==> src/hw/dpbwm_pkg.sv <==
// Constants, modes and register map of the dual-port bus-width matcher.
// Assumes a single 10 MHz clock and an APB register port with 32-bit data.
package dpbwm_pkg;

  // ==========================================================
  // Geometry
  localparam int ADDR_W = 15;
  localparam int LANE_W = 9;
  localparam int LANES = 4;
  localparam int DATA_W = 36;
  localparam int HALF_W = 18;

  // ==========================================================
  // Port width modes
  typedef enum logic [1:0] {DPBWM_W36, DPBWM_W18, DPBWM_W9} dpbwm_width_t;

  // ==========================================================
  // Register map, byte addresses
  localparam logic [7:0] CFG_OFF = 8'h00;
  localparam logic [7:0] RSTAT_OFF = 8'h04;
  localparam logic [7:0] LSTAT_OFF = 8'h08;

  // Configuration fields
  localparam int CFG_MATCH_BIT = 0;
  localparam int CFG_SIZE_BIT = 1;
  localparam int CFG_ORDER_BIT = 2;
  localparam logic [2:0] CFG_RESET = 3'h0;

  // Status fields: counter address in the low bits, lane above it
  localparam int STAT_LANE_POS = 16;

  // Lane sub-counter constants
  localparam logic [1:0] LANE_FIRST = 2'h0;
  localparam logic [1:0] LANE_LAST = 2'h3;
  localparam logic [1:0] HALF_HIGH = 2'h2;

  // Readback pin positions
  localparam int RB_ADDR_POS = 3;
  localparam int RB_HALF_POS = 2;
  localparam int RB_QUARTER_POS = 1;
  localparam int RB_LOW_BITS = 6;

endpackage

==> src/hw/dpbwm_addr_ctr.sv <==
// Burst address counter of one port with its 2-bit lane sub-counter.
// Assumes control strobes are active high here and synchronous to clk.
module dpbwm_addr_ctr (
  input wire logic clk,
  input wire logic rst_n,
  input wire dpbwm_pkg::dpbwm_width_t mode,
  input wire logic order,
  input wire logic clear,
  input wire logic load,
  input wire logic advance,
  input wire logic [dpbwm_pkg::ADDR_W-1:0] ext_addr,
  output logic [dpbwm_pkg::ADDR_W-1:0] addr_q,
  output logic [1:0] lane_q
);

  logic [1:0] first_lane;
  logic last_lane;
  logic [1:0] lane_d;

  // ==========================================================
  // Lane ordering
  always_comb
  begin
    first_lane = dpbwm_pkg::LANE_FIRST;
    last_lane = 1'b1;
    lane_d = lane_q;
    case (mode)
      dpbwm_pkg::DPBWM_W18:
      begin
        first_lane = order ? dpbwm_pkg::HALF_HIGH : dpbwm_pkg::LANE_FIRST;
        last_lane = order ? (lane_q == dpbwm_pkg::LANE_FIRST)
                          : (lane_q == dpbwm_pkg::HALF_HIGH);
        lane_d = lane_q ^ dpbwm_pkg::HALF_HIGH;
      end
      dpbwm_pkg::DPBWM_W9:
      begin
        first_lane = order ? dpbwm_pkg::LANE_LAST : dpbwm_pkg::LANE_FIRST;
        last_lane = order ? (lane_q == dpbwm_pkg::LANE_FIRST)
                          : (lane_q == dpbwm_pkg::LANE_LAST);
        lane_d = order ? lane_q - 2'h1 : lane_q + 2'h1;
      end
      default:
      begin
        first_lane = dpbwm_pkg::LANE_FIRST;
        last_lane = 1'b1;
        lane_d = dpbwm_pkg::LANE_FIRST;
      end
    endcase
  end

  // ==========================================================
  // Counter: clear beats load, load beats increment
  always_ff @(posedge clk or negedge rst_n)
  begin
    if (!rst_n)
    begin
      addr_q <= '0;
      lane_q <= dpbwm_pkg::LANE_FIRST;
    end
    else if (clear)
    begin
      addr_q <= '0;
      lane_q <= first_lane;
    end
    else if (load && advance)
    begin
      addr_q <= ext_addr;
      lane_q <= first_lane;
    end
    else if (advance)
    begin
      if (last_lane)
      begin
        addr_q <= addr_q + 15'h1;
        lane_q <= first_lane;
      end
      else
      begin
        lane_q <= lane_d;
      end
    end
  end

endmodule

==> src/hw/dpbwm_top.sv <==
// Bus-width matching and burst counters of a dual-port 36-bit memory.
// Assumes the array answers mem_rdata for the current mem_addr at once.
//
// How it works
// - Both selects low: full 36-bit words
// - Match and size high: 9-bit byte bus
// - Match high, size low: 18-bit word bus
// - 18-bit order: low half first unless swapped
// - 9-bit lanes count up, or down if swapped
// - Right pins form four 9-bit lanes
// - Order select ignored in 36-bit mode
// - Sub-counter adds two low lane bits
// - Load and advance together load address
// - Advance increments counter every edge in 36-bit, on the last lane when narrow
// - Clear resets the burst counter
// - Hold-and-read drives counter onto pins
// - 36-bit readback: address on pins 3-17
// - Narrow readback layouts, x9 in two cycles
// - Left lane masks gate each 9-bit lane
// - 36-bit right mode passes every bit
// - 18-bit word needs two beats
// - 9-bit needs four beats, upper pins released
//
// Decided for this implementation: the APB interface to the registers and the register addresses.
module dpbwm_top (
  input wire logic pclk,
  input wire logic presetn,
  input wire logic [7:0] paddr,
  input wire logic psel,
  input wire logic penable,
  input wire logic pwrite,
  input wire logic [31:0] pwdata,
  output logic [31:0] prdata,
  output logic pready,
  output logic pslverr,
  input wire logic l_load_strobe_n,
  input wire logic l_advance_enable_n,
  input wire logic l_counter_clear_n,
  input wire logic l_write,
  input wire logic l_read,
  input wire logic l_lane0_mask_n,
  input wire logic l_lane1_mask_n,
  input wire logic l_lane2_mask_n,
  input wire logic l_lane3_mask_n,
  input wire logic [dpbwm_pkg::ADDR_W-1:0] l_ext_addr,
  input wire logic [dpbwm_pkg::DATA_W-1:0] l_dq_in,
  output logic [dpbwm_pkg::DATA_W-1:0] l_dq_out,
  output logic [dpbwm_pkg::DATA_W-1:0] l_dq_oe,
  output logic [dpbwm_pkg::ADDR_W-1:0] l_mem_addr,
  output logic [dpbwm_pkg::DATA_W-1:0] l_mem_wdata,
  output logic [dpbwm_pkg::LANES-1:0] l_mem_lane_we,
  input wire logic [dpbwm_pkg::DATA_W-1:0] l_mem_rdata,
  input wire logic r_load_strobe_n,
  input wire logic r_advance_enable_n,
  input wire logic r_counter_clear_n,
  input wire logic r_write,
  input wire logic r_read,
  input wire logic [dpbwm_pkg::ADDR_W-1:0] r_ext_addr,
  input wire logic [dpbwm_pkg::DATA_W-1:0] r_dq_in,
  output logic [dpbwm_pkg::DATA_W-1:0] r_dq_out,
  output logic [dpbwm_pkg::DATA_W-1:0] r_dq_oe,
  output logic [dpbwm_pkg::ADDR_W-1:0] r_mem_addr,
  output logic [dpbwm_pkg::DATA_W-1:0] r_mem_wdata,
  output logic [dpbwm_pkg::LANES-1:0] r_mem_lane_we,
  input wire logic [dpbwm_pkg::DATA_W-1:0] r_mem_rdata
);

  logic [2:0] cfg_q;
  dpbwm_pkg::dpbwm_width_t r_mode;
  logic r_order;
  logic [dpbwm_pkg::ADDR_W-1:0] r_addr;
  logic [1:0] r_lane;
  logic [dpbwm_pkg::ADDR_W-1:0] l_addr;
  logic [1:0] l_lane;
  logic r_hold_read;
  logic l_hold_read;
  logic rb_phase_q;
  logic [dpbwm_pkg::LANES-1:0] l_lane_en;
  logic [dpbwm_pkg::DATA_W-1:0] l_lane_bits;
  logic [dpbwm_pkg::LANES-1:0] r_beat_lanes;
  logic [dpbwm_pkg::DATA_W-1:0] r_beat_wdata;
  logic [dpbwm_pkg::DATA_W-1:0] r_beat_rdata;
  logic [dpbwm_pkg::DATA_W-1:0] r_beat_oe;
  logic [dpbwm_pkg::DATA_W-1:0] r_readback;
  logic [dpbwm_pkg::DATA_W-1:0] l_readback;
  logic apb_setup;
  logic apb_access;
  logic addr_ok;
  logic [31:0] rd_mux;

  // ==========================================================
  // Mode decode
  // An illegal match-low, size-high setting falls back to 36-bit.
  always_comb
  begin
    if (cfg_q[dpbwm_pkg::CFG_MATCH_BIT] && cfg_q[dpbwm_pkg::CFG_SIZE_BIT])
      r_mode = dpbwm_pkg::DPBWM_W9;
    else if (cfg_q[dpbwm_pkg::CFG_MATCH_BIT])
      r_mode = dpbwm_pkg::DPBWM_W18;
    else
      r_mode = dpbwm_pkg::DPBWM_W36;
  end

  // Order only matters when narrow; the counter also ignores it in 36-bit
  assign r_order = cfg_q[dpbwm_pkg::CFG_ORDER_BIT] && (r_mode != dpbwm_pkg::DPBWM_W36);

  // ==========================================================
  // Address counters
  dpbwm_addr_ctr u_r_ctr (
    .clk(pclk),
    .rst_n(presetn),
    .mode(r_mode),
    .order(r_order),
    .clear(!r_counter_clear_n),
    .load(!r_load_strobe_n),
    .advance(!r_advance_enable_n),
    .ext_addr(r_ext_addr),
    .addr_q(r_addr),
    .lane_q(r_lane)
  );

  dpbwm_addr_ctr u_l_ctr (
    .clk(pclk),
    .rst_n(presetn),
    .mode(dpbwm_pkg::DPBWM_W36),
    .order(1'b0),
    .clear(!l_counter_clear_n),
    .load(!l_load_strobe_n),
    .advance(!l_advance_enable_n),
    .ext_addr(l_ext_addr),
    .addr_q(l_addr),
    .lane_q(l_lane)
  );

  assign r_mem_addr = r_addr;
  assign l_mem_addr = l_addr;

  // Hold+read: strobe low, advance high, read cycle; counter is held
  assign r_hold_read = !r_load_strobe_n && r_advance_enable_n && r_read && !r_write;
  assign l_hold_read = !l_load_strobe_n && l_advance_enable_n && l_read && !l_write;

  // ==========================================================
  // Right port lane steering
  always_comb
  begin
    r_beat_lanes = '1;
    r_beat_wdata = r_dq_in;
    r_beat_rdata = r_mem_rdata;
    r_beat_oe = '1;
    case (r_mode)
      dpbwm_pkg::DPBWM_W18:
      begin
        r_beat_lanes = r_lane[1] ? 4'hc : 4'h3;
        r_beat_wdata = {2{r_dq_in[dpbwm_pkg::HALF_W-1:0]}};
        r_beat_rdata = '0;
        r_beat_rdata[dpbwm_pkg::HALF_W-1:0] = r_lane[1]
          ? r_mem_rdata[dpbwm_pkg::DATA_W-1:dpbwm_pkg::HALF_W]
          : r_mem_rdata[dpbwm_pkg::HALF_W-1:0];
        r_beat_oe = {{dpbwm_pkg::HALF_W{1'b0}}, {dpbwm_pkg::HALF_W{1'b1}}};
      end
      dpbwm_pkg::DPBWM_W9:
      begin
        r_beat_lanes = 4'h1 << r_lane;
        r_beat_wdata = {dpbwm_pkg::LANES{r_dq_in[dpbwm_pkg::LANE_W-1:0]}};
        r_beat_rdata = '0;
        r_beat_rdata[dpbwm_pkg::LANE_W-1:0] = r_mem_rdata[r_lane*dpbwm_pkg::LANE_W +: dpbwm_pkg::LANE_W];
        r_beat_oe = {{(dpbwm_pkg::DATA_W-dpbwm_pkg::LANE_W){1'b0}}, {dpbwm_pkg::LANE_W{1'b1}}};
      end
      default:
      begin
        r_beat_lanes = '1;
        r_beat_wdata = r_dq_in;
        r_beat_rdata = r_mem_rdata;
        r_beat_oe = '1;
      end
    endcase
  end

  // ==========================================================
  // Counter readback images
  always_comb
  begin
    r_readback = '0;
    case (r_mode)
      dpbwm_pkg::DPBWM_W18:
      begin
        r_readback[dpbwm_pkg::RB_ADDR_POS +: dpbwm_pkg::ADDR_W] = r_addr;
        r_readback[dpbwm_pkg::RB_HALF_POS] = r_lane[1];
      end
      dpbwm_pkg::DPBWM_W9:
      begin
        if (!rb_phase_q)
        begin
          r_readback[dpbwm_pkg::LANE_W-1:0] =
            r_addr[dpbwm_pkg::ADDR_W-1:dpbwm_pkg::RB_LOW_BITS];
        end
        else
        begin
          r_readback[dpbwm_pkg::RB_QUARTER_POS] = r_lane[0];
          r_readback[dpbwm_pkg::RB_HALF_POS] = r_lane[1];
          r_readback[dpbwm_pkg::RB_ADDR_POS +: dpbwm_pkg::RB_LOW_BITS] =
            r_addr[dpbwm_pkg::RB_LOW_BITS-1:0];
        end
      end
      default:
      begin
        r_readback[dpbwm_pkg::RB_ADDR_POS +: dpbwm_pkg::ADDR_W] = r_addr;
      end
    endcase
  end

  always_comb
  begin
    l_readback = '0;
    l_readback[dpbwm_pkg::RB_ADDR_POS +: dpbwm_pkg::ADDR_W] = l_addr;
  end

  // The x9 readback takes two cycles while the hold+read request stays
  always_ff @(posedge pclk or negedge presetn)
  begin
    if (!presetn)
      rb_phase_q <= 1'b0;
    else if (r_hold_read && (r_mode == dpbwm_pkg::DPBWM_W9))
      rb_phase_q <= !rb_phase_q;
    else
      rb_phase_q <= 1'b0;
  end

  // ==========================================================
  // Right port data path
  always_ff @(posedge pclk or negedge presetn)
  begin
    if (!presetn)
    begin
      r_mem_wdata <= '0;
      r_mem_lane_we <= '0;
    end
    else
    begin
      r_mem_wdata <= r_beat_wdata;
      r_mem_lane_we <= r_write ? r_beat_lanes : 4'h0;
    end
  end

  always_ff @(posedge pclk or negedge presetn)
  begin
    if (!presetn)
    begin
      r_dq_out <= '0;
      r_dq_oe <= '0;
    end
    else if (r_hold_read)
    begin
      r_dq_out <= r_readback;
      r_dq_oe <= r_beat_oe;
    end
    else if (r_read && !r_write)
    begin
      r_dq_out <= r_beat_rdata;
      r_dq_oe <= r_beat_oe;
    end
    else
    begin
      r_dq_out <= '0;
      r_dq_oe <= '0;
    end
  end

  // ==========================================================
  // Left port data path, always 36-bit with lane masks
  assign l_lane_en = {!l_lane3_mask_n, !l_lane2_mask_n, !l_lane1_mask_n, !l_lane0_mask_n};

  always_comb
  begin
    l_lane_bits = '0;
    for (int i = 0; i < dpbwm_pkg::LANES; i++)
      l_lane_bits[i*dpbwm_pkg::LANE_W +: dpbwm_pkg::LANE_W] = {dpbwm_pkg::LANE_W{l_lane_en[i]}};
  end

  always_ff @(posedge pclk or negedge presetn)
  begin
    if (!presetn)
    begin
      l_mem_wdata <= '0;
      l_mem_lane_we <= '0;
    end
    else
    begin
      l_mem_wdata <= l_dq_in;
      l_mem_lane_we <= l_write ? l_lane_en : 4'h0;
    end
  end

  always_ff @(posedge pclk or negedge presetn)
  begin
    if (!presetn)
    begin
      l_dq_out <= '0;
      l_dq_oe <= '0;
    end
    else if (l_hold_read)
    begin
      l_dq_out <= l_readback;
      l_dq_oe <= '1;
    end
    else if (l_read && !l_write)
    begin
      l_dq_out <= l_mem_rdata & l_lane_bits;
      l_dq_oe <= l_lane_bits;
    end
    else
    begin
      l_dq_out <= '0;
      l_dq_oe <= '0;
    end
  end

  // ==========================================================
  // APB slave, no wait states: pready rises in the first access cycle
  assign apb_setup = psel && !penable;
  assign apb_access = psel && penable && pready;
  assign addr_ok = (paddr == dpbwm_pkg::CFG_OFF) || (paddr == dpbwm_pkg::RSTAT_OFF) ||
                   (paddr == dpbwm_pkg::LSTAT_OFF);

  always_comb
  begin
    rd_mux = 32'h0;
    case (paddr)
      dpbwm_pkg::CFG_OFF:
        rd_mux[2:0] = cfg_q;
      dpbwm_pkg::RSTAT_OFF:
      begin
        rd_mux[dpbwm_pkg::ADDR_W-1:0] = r_addr;
        rd_mux[dpbwm_pkg::STAT_LANE_POS +: 2] = r_lane;
      end
      dpbwm_pkg::LSTAT_OFF:
      begin
        rd_mux[dpbwm_pkg::ADDR_W-1:0] = l_addr;
        rd_mux[dpbwm_pkg::STAT_LANE_POS +: 2] = l_lane;
      end
      default:
        rd_mux = 32'h0;
    endcase
  end

  always_ff @(posedge pclk or negedge presetn)
  begin
    if (!presetn)
    begin
      pready <= 1'b0;
      pslverr <= 1'b0;
      prdata <= 32'h0;
    end
    else
    begin
      pready <= apb_setup;
      pslverr <= apb_setup && !addr_ok;
      prdata <= (apb_setup && !pwrite) ? rd_mux : 32'h0;
    end
  end

  // New configuration is used from the edge after the write completes
  always_ff @(posedge pclk or negedge presetn)
  begin
    if (!presetn)
      cfg_q <= dpbwm_pkg::CFG_RESET;
    else if (apb_access && pwrite && (paddr == dpbwm_pkg::CFG_OFF))
      cfg_q <= pwdata[2:0];
  end

endmodule

==> config.mk <==
export PLATFORM = sky130hd
export DESIGN_NAME = dpbwm_top
export DESIGN_NICKNAME = d
export VERILOG_FILES = /design/src/hw/dpbwm_pkg.sv /design/src/hw/dpbwm_addr_ctr.sv /design/src/hw/dpbwm_top.sv
export SDC_FILE = /design/constraint.sdc
export NUM_CORES = 1
export LEC_CHECK = 0
export ABC_AREA = 1
export BUFFER_PORTS_ARGS = -buffer_cell sky130_fd_sc_hd__buf_2
export CAP_MARGIN = 20
export CORE_AREA = 2 2 202 204
export DETAILED_ROUTE_END_ITERATION = 6
export DIE_AREA = 0 0 204 206
export PLACE_DENSITY = 0.52
export SLEW_MARGIN = 20
export SYNTH_ARGS = -nofsm -noshare
export SYNTH_HDL_FRONTEND = slang
export SYNTH_SLANG_ARGS = --single-unit
==> constraint.sdc <==
create_clock -name pclk -period 2.4 [get_ports pclk]
set_clock_uncertainty 0.1 [all_clocks]
set_input_delay 0.72 -clock pclk [delete_from_list [all_inputs] [get_ports pclk]]
set_output_delay 0.72 -clock pclk [all_outputs]
set_load 0.01 [all_outputs]
==> impl_summary.md <==
Global route
For this run, the total global-route usage over all layers was measured as 0.1619. Entering global routing, the biggest net connects 61 pins. The global routing met3 resource utilization is 0.03374. The total overflow left after global routing is 0. In this run the most used layer during global routing was met2.

The initial antenna violation count is 2. The global routing met2 resource utilization is 0.2581. The met1 global-route usage is 0.2242. The number of global-route vias before repair is 8434. The global-route wire length before repair is 51630 um.

STA
The headroom to the max-slew limit is 0.5031. The aggregate negative setup slack is 0 ns. Setup repair after global routing left no endpoint under its margin. Setup violations remaining at the end of the flow were counted as 0. For the pin with the worst max-slew slack, the measured transition is 0.7445 ns. The smallest clock period supported by the final layout is computed as 2.243 ns.

The fmax is 445.9 MHz. The final-report max-slew violation count is 0. The final period utilization is 0.9345. The number of hold violations in the final report is 0. The minimum hold slack is 0.03743 ns.

Route
The per-cell via count in the routed design is 4.286. In the routed design, unresolved DRC markers number 0. The routed length per placed instance is 17.36 um. The aggregate routed wire length is 36170 um. The detailed router placed 8928 vias in this run. The detail route stage leaves a number of antenna-violating nets equal to 0. The number of DRC violations after detailed-routing iteration 0 is 632. The detailed-routing iteration count for the pre-antenna-repair pass is 5.

Layout
The final layout contains 1765 nets. The growth of design area from synthesis to finish is 37.43%. Of the cells placed in the final design, the portion with a size suffix greater than 1 is 0.3648. The leading cell type in the layout, fill and taps excluded is sky130_fd_sc_hd__buf_2. In the layout the commonest cells are sky130_fd_sc_hd__buf_2, sky130_fd_sc_hd__nand2_1, sky130_fd_sc_hd__dfrtp_1, sky130_fd_sc_hd__nor2_1, sky130_fd_sc_hd__inv_1.

Critical path
On the worst path, the slowest cell contributes a delay of 0.63 ns. STA classifies the critical path endpoint as an output pin. The worst path arrival time is 1.42 ns.

The number of buffers and inverters on the critical path is 1. At the worst endpoint, the required time is 1.58 ns. By startpoint and endpoint, the worst setup path is classified as flop to output pin. Broken down by cell family, the worst path's largest delay share belongs to flip-flops. STA classifies the critical path startpoint as a flop. Walking the worst path, the cells encountered are buf_2.

Of all nets on the critical path, the largest fanout is 9. On the critical path, the stage with the largest delay is an instance of sky130_fd_sc_hd__dfrtp_1.

Yosys
The count of cell types in the netlist is 38. The fraction of the mapped netlist area in compound gates was 0.08272. The xor/xnor share of the synthesized area is 0.006434. The dominant combinational cell family by area after synthesis is simple AND/OR/NAND/NOR gates. In the synthesized netlist the async set-or-reset flop fraction comes to 1.000.

The simple-gate portion of the synthesized area is 0.2304. A synthesized cell averages 8.687 sq um. The warning count from the yosys run is 0. The predominant post-synthesis flop cell is sky130_fd_sc_hd__dfrtp_1. Of the total synthesized cell area, the portion taken by full adders, half adders and majority gates is 0.002626.

After synthesis the netlist holds a flip-flop and latch count of 214. For this run, the register share of the synthesized area comes to 0.5620. The count of mapped cells out of synthesis is 1097. The netlist area before placement is 9529 sq um.

The mux cell area share after synthesis is 0. The number of synthesized flops with an enable pin is 0.

Power
The proportion of total power due to net switching is 0.2633. The sequential share of power is 0.428. Of the total power, combinational logic draws 0.121. In this run the power spent charging and discharging nets is 2.416 mW. Of the total power, the clock network draws 0.451.

The largest vdd supply drop is 0.4831 mV. The leakage power is 7.307 nW. The internal power of the cells is 6.759 mW. The total power per unit cell area is 700.6 nW/um^2.

Floorplanning
The overall die height is 206 um. The horizontal die dimension is 204 um. The floorplan has 74 rows. After floorplanning, the core was sized to cover 40180 sq um. The initial utilization of the core area, before any placement, comes to 0.2371. The top-level port count is 521. The die covers 42020 sq um.

Clocking
The TritonCTS clock tree is done. Post-CTS repair changed the size of 0 cells. The clock reaches the later pin of the worst-skew pair after 0.54 ns. The number of setup buffers added after CTS is 0. The number of buffers created by CTS is 26. The maximum clock path buffer count is 3. Clock-pin slew was measured on the worst setup and hold paths at 0.06 ns. The count of hold-fix buffers inserted at cts is 0. The root buffer cell chosen for the clock tree is sky130_fd_sc_hd__clkbuf_16.

The number of H-tree levels is 1. The number of sinks driven by the clock tree is 214.

Placement
The count of buffers added on input and output ports is 476. Routability-driven placement finished with a final weighted congestion of 0.8319. The half-perimeter wire length of the detailed placement result is 28630 um.

Outcome
The flow ran to the end, and the final reports show no timing, DRC or antenna violations.

Hold path
The worst hold path belongs to the class input pin to asynchronous set/reset pin.

Run
Max-cap violations in this run came to 0.
area by class of cell:
| type | count | area (sq um) |
|---|---|---|
| Fill cell | 4280 | 27090 |
| Sequential cell | 214 | 5355 |
| Multi-Input combinational cell | 693 | 3133 |
| Timing Repair Buffer | 504 | 2690 |
| Clock buffer | 38 | 745.7 |
| Tap cell | 532 | 665.6 |
| Inverter | 91 | 341.6 |
| Clock inverter | 9 | 160.2 |
| Antenna cell | 2 | 5.005 |
synthesized netlist by cell type, types with 2 or more instances:
master	number	share of area
sky130_fd_sc_hd__a21oi_1	33	0.017
sky130_fd_sc_hd__a22oi_1	9	0.0071
sky130_fd_sc_hd__and2_1	2	0.0013
sky130_fd_sc_hd__buf_2	6	0.0032
sky130_fd_sc_hd__buf_4	80	0.063
sky130_fd_sc_hd__buf_6	3	0.0035
sky130_fd_sc_hd__clkbuf_1	20	0.0079
sky130_fd_sc_hd__clkbuf_2	3	0.0016
sky130_fd_sc_hd__clkinv_1	2	0.00079
sky130_fd_sc_hd__dfrtp_1	214	0.56
sky130_fd_sc_hd__ha_1	2	0.0026
sky130_fd_sc_hd__inv_1	85	0.033
sky130_fd_sc_hd__inv_2	4	0.0016
sky130_fd_sc_hd__nand2_1	318	0.13
sky130_fd_sc_hd__nand2_2	3	0.0020
sky130_fd_sc_hd__nand3_1	73	0.038
sky130_fd_sc_hd__nand4_1	7	0.0046
sky130_fd_sc_hd__nor2_1	97	0.038
sky130_fd_sc_hd__nor2_2	4	0.0026
sky130_fd_sc_hd__nor3_1	4	0.0021
sky130_fd_sc_hd__nor3_2	3	0.0032
sky130_fd_sc_hd__nor3b_1	9	0.0071
sky130_fd_sc_hd__o211ai_1	10	0.0079
sky130_fd_sc_hd__o21ai_0	71	0.037
sky130_fd_sc_hd__o21ai_1	5	0.0026
sky130_fd_sc_hd__o22ai_1	9	0.0059
sky130_fd_sc_hd__o32ai_1	3	0.0028
sky130_fd_sc_hd__or2_2	3	0.0020
sky130_fd_sc_hd__xor2_1	6	0.0055
layer usage:
layer  wire, um  share of wire
met1      15750           0.44
met2      17270           0.48
met3       2559          0.071
met4        597          0.017
met5          0              0
power groups by stage:
stage | logic, mW | registers [mW] | clock network (mW)
2_1_floorplan | 0.476 | 4.00 | 0
3_3_place_gp | 1.12 | 3.99 | 0
3_5_place_dp | 1.12 | 3.99 | 0
4_1_cts | 1.13 | 3.93 | 4.26
5_1_grt | 1.25 | 3.95 | 4.42
6_report | 1.11 | 3.93 | 4.13
through the flow:
step | instance area (sq um) | utilization | power [mW] | worst slack [ns] | cells
after global routing | 13090 | 0.3258 | 9.612 | 0.08338 | 2081
final | 13100 | 0.3259 | 9.175 | 0.1571 | 2083
after global placement | 12180 | 0.3031 | 5.104 | 0.1430 | 2034
after detailed placement | 12180 | 0.3031 | 5.116 | 0.1401 | 2034
after CTS | 13090 | 0.3256 | 9.319 | 0.1440 | 2081
after floorplan | 9582 | - | 4.474 | 0.5897 | 1111
logic make-up (layout without fill, tap and decap cells):
| family | after synthesis | in the layout |
|---|---|---|
| and+or+nand+nor | 527 | 527 |
| DFF | 214 | 214 |
| buffers and inverters | 204 | 642 |
| AOI/OAI and AO/OA | 142 | 142 |
| xor gates and xnor gates | 7 | 7 |
| adders and majority gates | 2 | 2 |
| other | 1 | 17 |
registers in the layout, summed over array words and instances, names as in the netlist, 4 cells and up:
register,flops
prdata,17
l_mem_lane_we,4
u_r_ctr.addr_q,15
r_mem_lane_we,4
l_dq_out,36
l_mem_wdata,36
u_l_ctr.addr_q,15
r_mem_wdata,36
l_dq_oe,4
r_dq_out,36
final timing paths:
check | depth (start not counted) | from | slack [ns] | to
setup / recovery | 1 | u_r_ctr.addr_q[6] | 0.16 | r_mem_addr[6]
hold / removal | 1 | presetn | 0.04 | cfg_q[1]
setup reg to reg | 6 | cfg_q[0] | 0.29 | r_dq_out[13]
hold reg to reg | 2 | u_l_ctr.addr_q[13] | 0.50 | prdata[13]
max in group asynchronous | 2 | presetn | 1.52 | l_mem_wdata[20]
min in group pclk | 1 | l_dq_in[10] | 0.18 | l_mem_wdata[10]
(Power assumes the default switching activity.)
